==> src/logic/tx_ctrl_pkg.sv <==
// shared constants and types for the transmit-path control block
package tx_ctrl_pkg;
  // register offsets (byte pointer on the 2-wire interface)
  localparam logic [7:0] RX_CTL_OFS = 8'h04;
  localparam logic [7:0] TX_CTL_OFS = 8'h0A;
  localparam logic [7:0] EQ_OFS = 8'h0B;
  localparam logic [7:0] MOD_OFS = 8'h0C;
  localparam logic [7:0] REC_OFS = 8'h13;
  localparam logic [7:0] BW_OFS = 8'h33;
  localparam logic [7:0] MON_SUP_OFS = 8'h40;
  localparam logic [7:0] MON_BIAS_OFS = 8'h41;
  localparam logic [7:0] MON_PD_OFS = 8'h42;
  localparam logic [7:0] MON_TEMP_OFS = 8'h43;
  localparam logic [7:0] STAT_OFS = 8'h44;
  // reset values
  localparam logic [7:0] RX_CTL_RST = 8'h00;
  localparam logic [7:0] TX_CTL_RST = 8'h00;
  localparam logic [7:0] EQ_RST = 8'h00;
  localparam logic [7:0] MOD_RST = 8'h00;
  localparam logic [7:0] REC_RST = 8'h00;
  localparam logic [7:0] BW_RST = 8'h00;
  // field positions
  localparam int RXC_BYP = 3;
  localparam int TXC_EQ_OFF = 1;
  localparam int TXC_BYP = 3;
  localparam int TXC_REC_OFF = 4;
  localparam int TXC_INV = 5;
  localparam int TXC_DRV_OFF = 6;
  localparam int EQ_LVL_LSB = 0;
  localparam int BW_LSB = 5;
  localparam int REC_DIV_LSB = 0;
  localparam int REC_FL_OFF = 3;
  localparam int REC_FD_OFF = 4;
  localparam int REC_FD_ON = 5;
  localparam int REC_PRE_LSB = 6;
  // serial interface
  localparam logic [6:0] DEV_ADDR_DEF = 7'h50;
  localparam logic [3:0] BYTE_BITS = 4'h8;
  // timing
  localparam int CLK_PERIOD_NS = 40;
  localparam int LOCK_TIME_NS = 2000000;
  localparam int LOCK_CYC = LOCK_TIME_NS / CLK_PERIOD_NS;
  localparam int TMR_W = 16;
  typedef enum {TW_IDLE, TW_ADDR, TW_ADDR_ACK, TW_PTR, TW_PTR_ACK,
    TW_WDATA, TW_WDATA_ACK, TW_RDATA, TW_RDATA_ACK} twi_state_t;
  typedef enum {FD_WAIT, FD_SEARCH, FD_FOUND} fd_state_t;
endpackage

==> src/logic/pin_evt_if.sv <==
// synchronised pin levels and serial-bus events between internal modules
`timescale 1ns/1ps
interface pin_evt_if;
  logic sckRise;
  logic sckFall;
  logic sdaLvl;
  logic startSeen;
  logic stopSeen;
  logic sigPresent;
  logic freqFound;
  modport src (output sckRise, sckFall, sdaLvl, startSeen, stopSeen, sigPresent, freqFound);
  modport dst (input sckRise, sckFall, sdaLvl, startSeen, stopSeen, sigPresent, freqFound);
endinterface

==> src/logic/pin_sync.sv <==
// two-flop synchronisers for external pins and serial-bus edge detection
`timescale 1ns/1ps
module pin_sync (
  input wire logic clock,
  input wire logic nrst,
  input wire logic sck,
  input wire logic sdaIn,
  input wire logic sigDetect,
  input wire logic freqLock,
  pin_evt_if.src evt
);
  logic [3:0] pinVec;
  logic [3:0] meta_ff;
  logic [3:0] sync_ff;
  logic [1:0] hist_ff;

  assign pinVec = {freqLock, sigDetect, sdaIn, sck};

  // two flops per pin
  genvar i;
  generate
    for (i = 0; i < 4; i++)
    begin : g_sync
      always_ff @(posedge clock or negedge nrst)
      begin
        if (!nrst)
        begin
          // bus pins idle high, detector pins idle low: no false event after reset
          meta_ff[i] <= 1'(i < 2);
          sync_ff[i] <= 1'(i < 2);
        end
        else
        begin
          meta_ff[i] <= pinVec[i];
          sync_ff[i] <= meta_ff[i];
        end
      end
    end
  endgenerate

  // previous level of sck and sda for edge finding
  always_ff @(posedge clock or negedge nrst)
  begin
    if (!nrst)
      hist_ff <= 2'h3;
    else
      hist_ff <= sync_ff[1:0];
  end

  // start: sda falls with sck high; stop: sda rises with sck high
  assign evt.sckRise = sync_ff[0] & ~hist_ff[0];
  assign evt.sckFall = ~sync_ff[0] & hist_ff[0];
  assign evt.sdaLvl = sync_ff[1];
  assign evt.startSeen = sync_ff[0] & hist_ff[0] & hist_ff[1] & ~sync_ff[1];
  assign evt.stopSeen = sync_ff[0] & hist_ff[0] & ~hist_ff[1] & sync_ff[1];
  assign evt.sigPresent = sync_ff[2];
  assign evt.freqFound = sync_ff[3];
endmodule

==> src/logic/freq_det_ctrl.sv <==
// frequency detector sequencing: search on signal, power down after lock
`timescale 1ns/1ps
module freq_det_ctrl
  import tx_ctrl_pkg::*;
#(
  parameter int LOCK_CYCLES = LOCK_CYC
) (
  input wire logic clock,
  input wire logic nrst,
  pin_evt_if.dst evt,
  input wire logic forceOn,
  input wire logic forceOff,
  input wire logic recOff,
  output logic detectorOn,
  output logic searchStart,
  output logic locked
);
  fd_state_t st_ff;
  logic [TMR_W-1:0] tmr_ff;
  logic on_ff;
  logic go_ff;

  // state, retry timer, detector power
  always_ff @(posedge clock or negedge nrst)
  begin
    if (!nrst)
    begin
      st_ff <= FD_WAIT;
      tmr_ff <= '0;
      on_ff <= 1'b0;
      go_ff <= 1'b0;
    end
    else
    begin
      go_ff <= 1'b0;
      if (forceOff || recOff)
      begin
        st_ff <= FD_WAIT; // force-off beats force-on
        on_ff <= 1'b0;
      end
      else
      begin
        case (st_ff)
          FD_WAIT:
          begin
            on_ff <= forceOn;
            if (evt.sigPresent)
            begin
              st_ff <= FD_SEARCH; // search starts on input signal
              tmr_ff <= '0;
              go_ff <= 1'b1;
              on_ff <= 1'b1;
            end
          end
          FD_SEARCH:
          begin
            on_ff <= 1'b1;
            tmr_ff <= tmr_ff + 1'b1;
            if (!evt.sigPresent)
              st_ff <= FD_WAIT;
            else if (evt.freqFound)
              st_ff <= FD_FOUND;
            else if (tmr_ff == TMR_W'(LOCK_CYCLES - 1))
            begin
              tmr_ff <= '0; // lock window missed, search again
              go_ff <= 1'b1;
            end
          end
          FD_FOUND:
          begin
            on_ff <= forceOn; // off after lock unless kept on
            if (!evt.sigPresent)
              st_ff <= FD_WAIT;
          end
          default: st_ff <= FD_WAIT;
        endcase
      end
    end
  end

  assign detectorOn = on_ff;
  assign searchStart = go_ff;
  assign locked = (st_ff == FD_FOUND);
endmodule

==> src/logic/tx_cdr_ctrl_regs.sv <==
// transmit path control registers behind a 2-wire serial slave
`timescale 1ns/1ps
module tx_cdr_ctrl_regs
  import tx_ctrl_pkg::*;
#(
  parameter logic [6:0] DEV_ADDR = DEV_ADDR_DEF,
  parameter int LOCK_CYCLES = LOCK_CYC
) (
  input wire logic clock,
  input wire logic nrst,
  input wire logic sck,
  input wire logic sdaIn,
  output logic sdaOut,
  output logic sdaOe,
  input wire logic sigDetect,
  input wire logic freqLock,
  input wire logic [7:0] supplyMon,
  input wire logic [7:0] biasMon,
  input wire logic [7:0] pdMon,
  input wire logic [7:0] tempMon,
  output logic eqOff,
  output logic [3:0] eqLevel,
  output logic recoveryOff,
  output logic recoveryBypass,
  output logic [2:0] loopBwSelect,
  output logic fastLockOff,
  output logic detectorOn,
  output logic detectorSearch,
  output logic [1:0] detectorRatePreset,
  output logic [2:0] retimerDivider,
  output logic outInvert,
  output logic driverOff,
  output logic [7:0] modAmp
);
  import tx_ctrl_pkg::*;

  pin_evt_if evt ();

  twi_state_t st_ff;
  logic [7:0] shift_ff;
  logic [3:0] bitCnt_ff;
  logic [7:0] ptr_ff;
  logic isRead_ff;
  logic nack_ff;
  logic sdaOe_ff;
  logic wrStrobe;
  logic byteDone;
  logic [7:0] rxCtl_ff;
  logic [7:0] txCtl_ff;
  logic [7:0] eqPk_ff;
  logic [7:0] mod_ff;
  logic [7:0] rec_ff;
  logic [7:0] bw_ff;
  logic bypass_ff;
  logic fdOn;
  logic fdGo;
  logic fdLocked;
  logic [7:0] rdNow;
  logic [7:0] rdNext;

  // write decode for one register
  function automatic logic wrHit(input logic [7:0] ofs);
    wrHit = wrStrobe && (ptr_ff == ofs);
  endfunction

  // read mux, unmapped pointers return zero
  function automatic logic [7:0] regRead(input logic [7:0] a);
    case (a)
      RX_CTL_OFS: regRead = rxCtl_ff;
      TX_CTL_OFS: regRead = txCtl_ff;
      EQ_OFS: regRead = eqPk_ff;
      MOD_OFS: regRead = mod_ff;
      REC_OFS: regRead = rec_ff;
      BW_OFS: regRead = bw_ff;
      MON_SUP_OFS: regRead = supplyMon;
      MON_BIAS_OFS: regRead = biasMon;
      MON_PD_OFS: regRead = pdMon;
      MON_TEMP_OFS: regRead = tempMon;
      STAT_OFS: regRead = {5'h00, fdLocked, fdOn, bypass_ff};
      default: regRead = 8'h00;
    endcase
  endfunction

  // pin synchronisers and bus edge finding
  pin_sync u_sync (
    .clock(clock),
    .nrst(nrst),
    .sck(sck),
    .sdaIn(sdaIn),
    .sigDetect(sigDetect),
    .freqLock(freqLock),
    .evt(evt.src)
  );

  // frequency detector sequencing
  freq_det_ctrl #(
    .LOCK_CYCLES(LOCK_CYCLES)
  ) u_fd (
    .clock(clock),
    .nrst(nrst),
    .evt(evt.dst),
    .forceOn(rec_ff[REC_FD_ON]),
    .forceOff(rec_ff[REC_FD_OFF]),
    .recOff(txCtl_ff[TXC_REC_OFF]),
    .detectorOn(fdOn),
    .searchStart(fdGo),
    .locked(fdLocked)
  );

  assign byteDone = (bitCnt_ff == BYTE_BITS);
  assign wrStrobe = evt.sckFall && (st_ff == TW_WDATA) && byteDone;

  // read data for the current and the next pointer
  always_comb
  begin
    rdNow = regRead(ptr_ff);
    rdNext = regRead(ptr_ff + 8'h01);
  end

  // 2-wire slave: bits in on sck rise, sda changes on sck fall
  always_ff @(posedge clock or negedge nrst)
  begin
    if (!nrst)
    begin
      st_ff <= TW_IDLE;
      shift_ff <= 8'h00;
      bitCnt_ff <= 4'h0;
      ptr_ff <= 8'h00;
      isRead_ff <= 1'b0;
      nack_ff <= 1'b0;
      sdaOe_ff <= 1'b0;
    end
    else if (evt.stopSeen)
    begin
      st_ff <= TW_IDLE;
      sdaOe_ff <= 1'b0;
    end
    else if (evt.startSeen)
    begin
      st_ff <= TW_ADDR; // also covers repeated start
      bitCnt_ff <= 4'h0;
      sdaOe_ff <= 1'b0;
    end
    else if (evt.sckRise)
    begin
      case (st_ff)
        TW_ADDR, TW_PTR, TW_WDATA:
        begin
          shift_ff <= {shift_ff[6:0], evt.sdaLvl};
          bitCnt_ff <= bitCnt_ff + 4'h1;
        end
        TW_RDATA: bitCnt_ff <= bitCnt_ff + 4'h1;
        TW_RDATA_ACK: nack_ff <= evt.sdaLvl; // host ack is low
        default: ;
      endcase
    end
    else if (evt.sckFall)
    begin
      case (st_ff)
        TW_ADDR:
        begin
          if (byteDone)
          begin
            if (shift_ff[7:1] == DEV_ADDR)
            begin
              st_ff <= TW_ADDR_ACK;
              isRead_ff <= shift_ff[0];
              sdaOe_ff <= 1'b1; // ack
            end
            else
              st_ff <= TW_IDLE; // not ours, wait for next start
          end
        end
        TW_ADDR_ACK:
        begin
          bitCnt_ff <= 4'h0;
          if (isRead_ff)
          begin
            st_ff <= TW_RDATA;
            shift_ff <= rdNow;
            sdaOe_ff <= ~rdNow[7];
          end
          else
          begin
            st_ff <= TW_PTR;
            sdaOe_ff <= 1'b0;
          end
        end
        TW_PTR:
        begin
          if (byteDone)
          begin
            ptr_ff <= shift_ff;
            st_ff <= TW_PTR_ACK;
            sdaOe_ff <= 1'b1;
          end
        end
        TW_PTR_ACK:
        begin
          bitCnt_ff <= 4'h0;
          st_ff <= TW_WDATA;
          sdaOe_ff <= 1'b0;
        end
        TW_WDATA:
        begin
          if (byteDone)
          begin
            st_ff <= TW_WDATA_ACK;
            sdaOe_ff <= 1'b1;
          end
        end
        TW_WDATA_ACK:
        begin
          ptr_ff <= ptr_ff + 8'h01; // auto increment
          bitCnt_ff <= 4'h0;
          st_ff <= TW_WDATA;
          sdaOe_ff <= 1'b0;
        end
        TW_RDATA:
        begin
          if (byteDone)
          begin
            st_ff <= TW_RDATA_ACK;
            sdaOe_ff <= 1'b0; // release for host ack
          end
          else
          begin
            shift_ff <= {shift_ff[6:0], 1'b0};
            sdaOe_ff <= ~shift_ff[6];
          end
        end
        TW_RDATA_ACK:
        begin
          if (nack_ff)
          begin
            st_ff <= TW_IDLE;
            sdaOe_ff <= 1'b0;
          end
          else
          begin
            ptr_ff <= ptr_ff + 8'h01;
            bitCnt_ff <= 4'h0;
            st_ff <= TW_RDATA;
            shift_ff <= rdNext;
            sdaOe_ff <= ~rdNext[7];
          end
        end
        default: st_ff <= TW_IDLE;
      endcase
    end
  end

  // receive-side control, bypass companion bit
  always_ff @(posedge clock or negedge nrst)
  begin
    if (!nrst)
      rxCtl_ff <= RX_CTL_RST;
    else if (wrHit(RX_CTL_OFS))
      rxCtl_ff <= shift_ff;
  end

  // transmit path control
  always_ff @(posedge clock or negedge nrst)
  begin
    if (!nrst)
      txCtl_ff <= TX_CTL_RST;
    else if (wrHit(TX_CTL_OFS))
      txCtl_ff <= shift_ff;
  end

  // equalizer level and peaking
  always_ff @(posedge clock or negedge nrst)
  begin
    if (!nrst)
      eqPk_ff <= EQ_RST;
    else if (wrHit(EQ_OFS))
      eqPk_ff <= shift_ff;
  end

  // modulation amplitude
  always_ff @(posedge clock or negedge nrst)
  begin
    if (!nrst)
      mod_ff <= MOD_RST;
    else if (wrHit(MOD_OFS))
      mod_ff <= shift_ff;
  end

  // recovery loop configuration
  always_ff @(posedge clock or negedge nrst)
  begin
    if (!nrst)
      rec_ff <= REC_RST;
    else if (wrHit(REC_OFS))
      rec_ff <= shift_ff;
  end

  // loop bandwidth, shared by both recovery loops
  always_ff @(posedge clock or negedge nrst)
  begin
    if (!nrst)
      bw_ff <= BW_RST;
    else if (wrHit(BW_OFS))
      bw_ff <= shift_ff;
  end

  // bypass of powered loop needs both bypass bits
  always_ff @(posedge clock or negedge nrst)
  begin
    if (!nrst)
      bypass_ff <= 1'b0;
    else
      bypass_ff <= txCtl_ff[TXC_BYP] & rxCtl_ff[RXC_BYP] & ~txCtl_ff[TXC_REC_OFF];
  end

  // serial pin: open drain, only ever pulls low
  assign sdaOut = 1'b0;
  assign sdaOe = sdaOe_ff;

  // control fields out to the analog path
  assign eqOff = txCtl_ff[TXC_EQ_OFF];
  assign eqLevel = eqPk_ff[EQ_LVL_LSB +: 4];
  assign recoveryOff = txCtl_ff[TXC_REC_OFF];
  assign recoveryBypass = bypass_ff;
  assign loopBwSelect = bw_ff[BW_LSB +: 3];
  assign fastLockOff = rec_ff[REC_FL_OFF];
  assign detectorOn = fdOn;
  assign detectorSearch = fdGo;
  assign detectorRatePreset = rec_ff[REC_PRE_LSB +: 2];
  assign retimerDivider = rec_ff[REC_DIV_LSB +: 3];
  assign outInvert = txCtl_ff[TXC_INV];
  assign driverOff = txCtl_ff[TXC_DRV_OFF];
  assign modAmp = mod_ff;
endmodule

==> config.mk <==
export PLATFORM = sky130hd
export DESIGN_NAME = tx_cdr_ctrl_regs
export DESIGN_NICKNAME = d
export VERILOG_FILES = /design/src/logic/tx_ctrl_pkg.sv /design/src/logic/pin_evt_if.sv /design/src/logic/pin_sync.sv /design/src/logic/freq_det_ctrl.sv /design/src/logic/tx_cdr_ctrl_regs.sv
export SDC_FILE = /design/constraint.sdc
export NUM_CORES = 1
export LEC_CHECK = 0
export BUFFER_PORTS_ARGS = -buffer_cell sky130_fd_sc_hd__buf_2
export CORE_ASPECT_RATIO = 0.75
export CORE_UTILIZATION = 52
export DETAILED_ROUTE_END_ITERATION = 16
export PLACE_DENSITY = 0.71
export SYNTH_ARGS = -nofsm -noshare
export SYNTH_HDL_FRONTEND = slang
export SYNTH_HIERARCHICAL = 1
export SYNTH_SLANG_ARGS = --single-unit
==> constraint.sdc <==
create_clock -name clock -period 2.4 [get_ports clock]
set_input_delay 0.24 -clock clock [delete_from_list [all_inputs] [get_ports clock]]
set_output_delay 0.24 -clock clock [all_outputs]
set_load 0.005 [all_outputs]
==> results_dict.tcl <==
set metrics [dict create \
    power_frac_seq_pct 43.9 \
    synth_top_area_cell "dfrtp_1" \
    synth_ff_type "dfrtp_1" \
    synthArstFlopShare_pct 100 \
    finish.instance_area_sq_mm 0.00846 \
    finalClockSkew_ps 14.5 \
    ys_seq_area_share_pct 38.9 \
    final.min_clock_period_ps 2360 \
    filler_cell_count 994 \
    synth_cells 737 \
    ff2ff_path_depth 10 \
    drv_cap 0 \
    syn_area_sq_mm 0.00684 \
    die_w_um 134 \
    drt-total-wl_mm 22.6 \
    hp-class "in2async" \
    nNetsFinal 884 \
    num_rows 35 \
    num_vias 6587 \
    reg2reg_slack_ps 40 \
    cts_root_buffer "clkbuf_16" \
    drive_above_1_share_pct 35.5 \
    leakage_nw 3.79 \
    max_clock_freq_ghz 0.423 \
    synth_cell_type_count 72 \
    fin_crit_sh_pct 98.5 \
    clk_latency_ps 360 \
    grt_pass1_wl_mm 35.1 \
    grt_util_all_layers_pct 34.2 \
    io_pins 68 \
    clkPwrFrac_pct 32.4 \
    yosysWarnings 6 \
    rr_startpoint "ptr_ff[0]" \
    start_util_pct 54.4 \
    ir_drop_mv 0.414 \
    grt_pass1_vias 6181 \
    ys_top_cells_by_area "dfrtp_1, mux2_2, a21oi_1" \
    drc_errors 0 \
    power_frac_comb_pct 23.8 \
    seq_area_sq_mm 0.00266 \
    pwr_density_cell_mw_per_mm2 558 \
    cts_sinks 106 \
    internal-power_mw 3.06 \
    dieArea_sq_mm 0.0136 \
    core_area_sq_mm 0.0126 \
    synth_fp_nets 787 \
    drt_pre_antenna_iters 6 \
    place_area_sq_mm 0.00775 \
    avgViaCountPerCell 6.55 \
    io_buffers 66 \
    gp_congestion 0.993 \
    worst_ep_required_time_ps 2640 \
    drt_iter0_drc 726 \
    cts_made_buffers 9 \
    swShare_pct 35.1 \
    end_kind "flop" \
    worst_slew_pin_slew_ps 648 \
    critical_path.max_fanout 10 \
    power.switching_mw 1.65 \
    tritoncts "yes" \
    cp.arrival_ps 2600 \
    path_clk_slew_ps 90 \
    yosysMostFrequentCell "dfrtp_1" \
    slew_headroom_pct 56.8 \
    syn2layout_area_growth_pct 23.6 \
    r2r-end "shift_ff[0]" \
    drv_slew 0 \
    htree_levels 3 \
    antennaDiodeCount 0 \
    rsz0062_at_grt "true" \
    grt.overflow.total 0 \
    critical_path_class "reg2reg" \
    die_height_um 101 \
    synth.avg_cell_area_sq_um 9.28 \
    start_kind "flop" \
    synth_seq_cells 106 \
    dp_hpwl_mm 16.8 \
    setup_violations 0 \
    synthTopCellsByCount "dfrtp_1, nand2_1, mux2_2, a21oi_1, clkbuf_1" \
    multi_input_area_sq_mm 0.00416 \
    wl_per_cell_um 22.5 \
    antenna_found_initial 0 \
    holdWs_ps 194 \
    grt_max_degree 67 \
    status "completed" \
    clock_path_buffers 2 \
    yosys.area.top_type_share_pct 36.6 \
    antenna_left 0 \
    fin_util_pct 67.3 \
    synth_edf_count 0 \
    finalHoldViolations 0 \
]
## state kept, by name, indices dropped and copies added, names as in the netlist, 8 cells and up
name and cells:
u_fd/tmr_ff 16, eqPk_ff 8, rxCtl_ff 8, rec_ff 8, txCtl_ff 8, modAmp 8
bw_ff 8, shift_ff 8, ptr_ff 8
## cells by family after synthesis
kind of cell / Yosys count / synth area share [%]
muxes: 76 / 12.1
and+or+nand+nor: 242 / 18.9
DFF: 106 / 38.9
buffers and inverters: 85 / 5.56
other: 1 / 0.0548
xor gates and xnor gates: 8 / 1.02
adders and majority gates: 12 / 2.19
AOI/OAI and AO/OA: 207 / 21.3
## worst max path at each step
stage | cells past startpoint | end | from | slack [ps]
6_report | 10 | shift_ff[0] | ptr_ff[0] | 40
3_5_place_dp | 9 | shift_ff[1] | ptr_ff[0] | -120
2_1_floorplan | 10 | shift_ff[4] | ptr_ff[0] | 0.2
3_3_place_gp | 9 | shift_ff[0] | ptr_ff[0] | -70
5_1_grt | 7 | shift_ff[4] | ptr_ff[5] | -20
4_1_cts | 9 | shift_ff[1] | ptr_ff[0] | -4
## worst max-delay path, stage by stage (launching register included)
cell	delay (ps)
dfrtp_2	440
ha_2	210
buf_6	140
nor2b_4	140
or2_2	330
and2_1	190
buf_4	150
a21oi_1	140
o22ai_1	110
o21ai_0	270
a21oi_1	110
## area by class of cell
type | instances | area share (%)
inverters | 19 | 0.843
clock buffers | 9 | 2.66
well taps | 166 | 2.46
flip-flops and latches | 106 | 31.5
multi-input cells | 546 | 49.2
clock inverters | 7 | 0.962
repair buffers | 152 | 12.4
## metrics by stage
stage               worst slack, ps  TNS (ps)  std cells  power (mW)
finish                         35.7         0       1005        4.72
global route                  -24.6     -44.3       1005        4.89
CTS                           -3.83     -3.83       1004        4.66
detailed placement             -124      -471        983        3.14
global placement              -69.3      -107        983        3.09
floorplan                     0.176         0        737        2.70
## layout by cell type, fill, tap and decap left out, types with 8 or more instances in the layout
cell type and count:
a21oi_1 45, a221oi_2 8, a22o_1 9, a22oi_1 25
and3_1 8, buf_2 66, buf_4 74, clkbuf_16 9
dfrtp_1 99, ha_1 8, inv_1 17, mux2_2 54
mux2i_1 20, nand2_1 53, nand2b_1 10, nand3_1 34
nand4_1 12, nor2_1 36, nor2b_1 12, nor3_1 11
o21ai_0 20, o22ai_1 12, or3_1 11
## routing by layer
metal	part of all wire, %	track usage, %
met5	0	0
met4	2.4	9.51
met3	11	8.41
met2	43	50.3
met1	44	50.1
## power groups by stage
| stage | logic [mW] | registers [mW] | clock network [mW] |
|---|---|---|---|
| floorplan | 0.672 | 2.02 | 0 |
| global placement | 1.00 | 2.08 | 0 |
| detailed placement | 1.05 | 2.09 | 0 |
| CTS | 1.06 | 2.06 | 1.54 |
| global route | 1.21 | 2.08 | 1.60 |
| finish | 1.12 | 2.07 | 1.53 |
## repair_timing
item,in CTS,in global routing
gates resized for setup,20,59
pin swaps,3,9
hold endpoints to repair,72,0
hold buffers,5,0
gates cloned,0,1
buffers inserted,0,1
setup endpoints to repair,11,42
No activity file was read; power rests on OpenSTA's default activity.
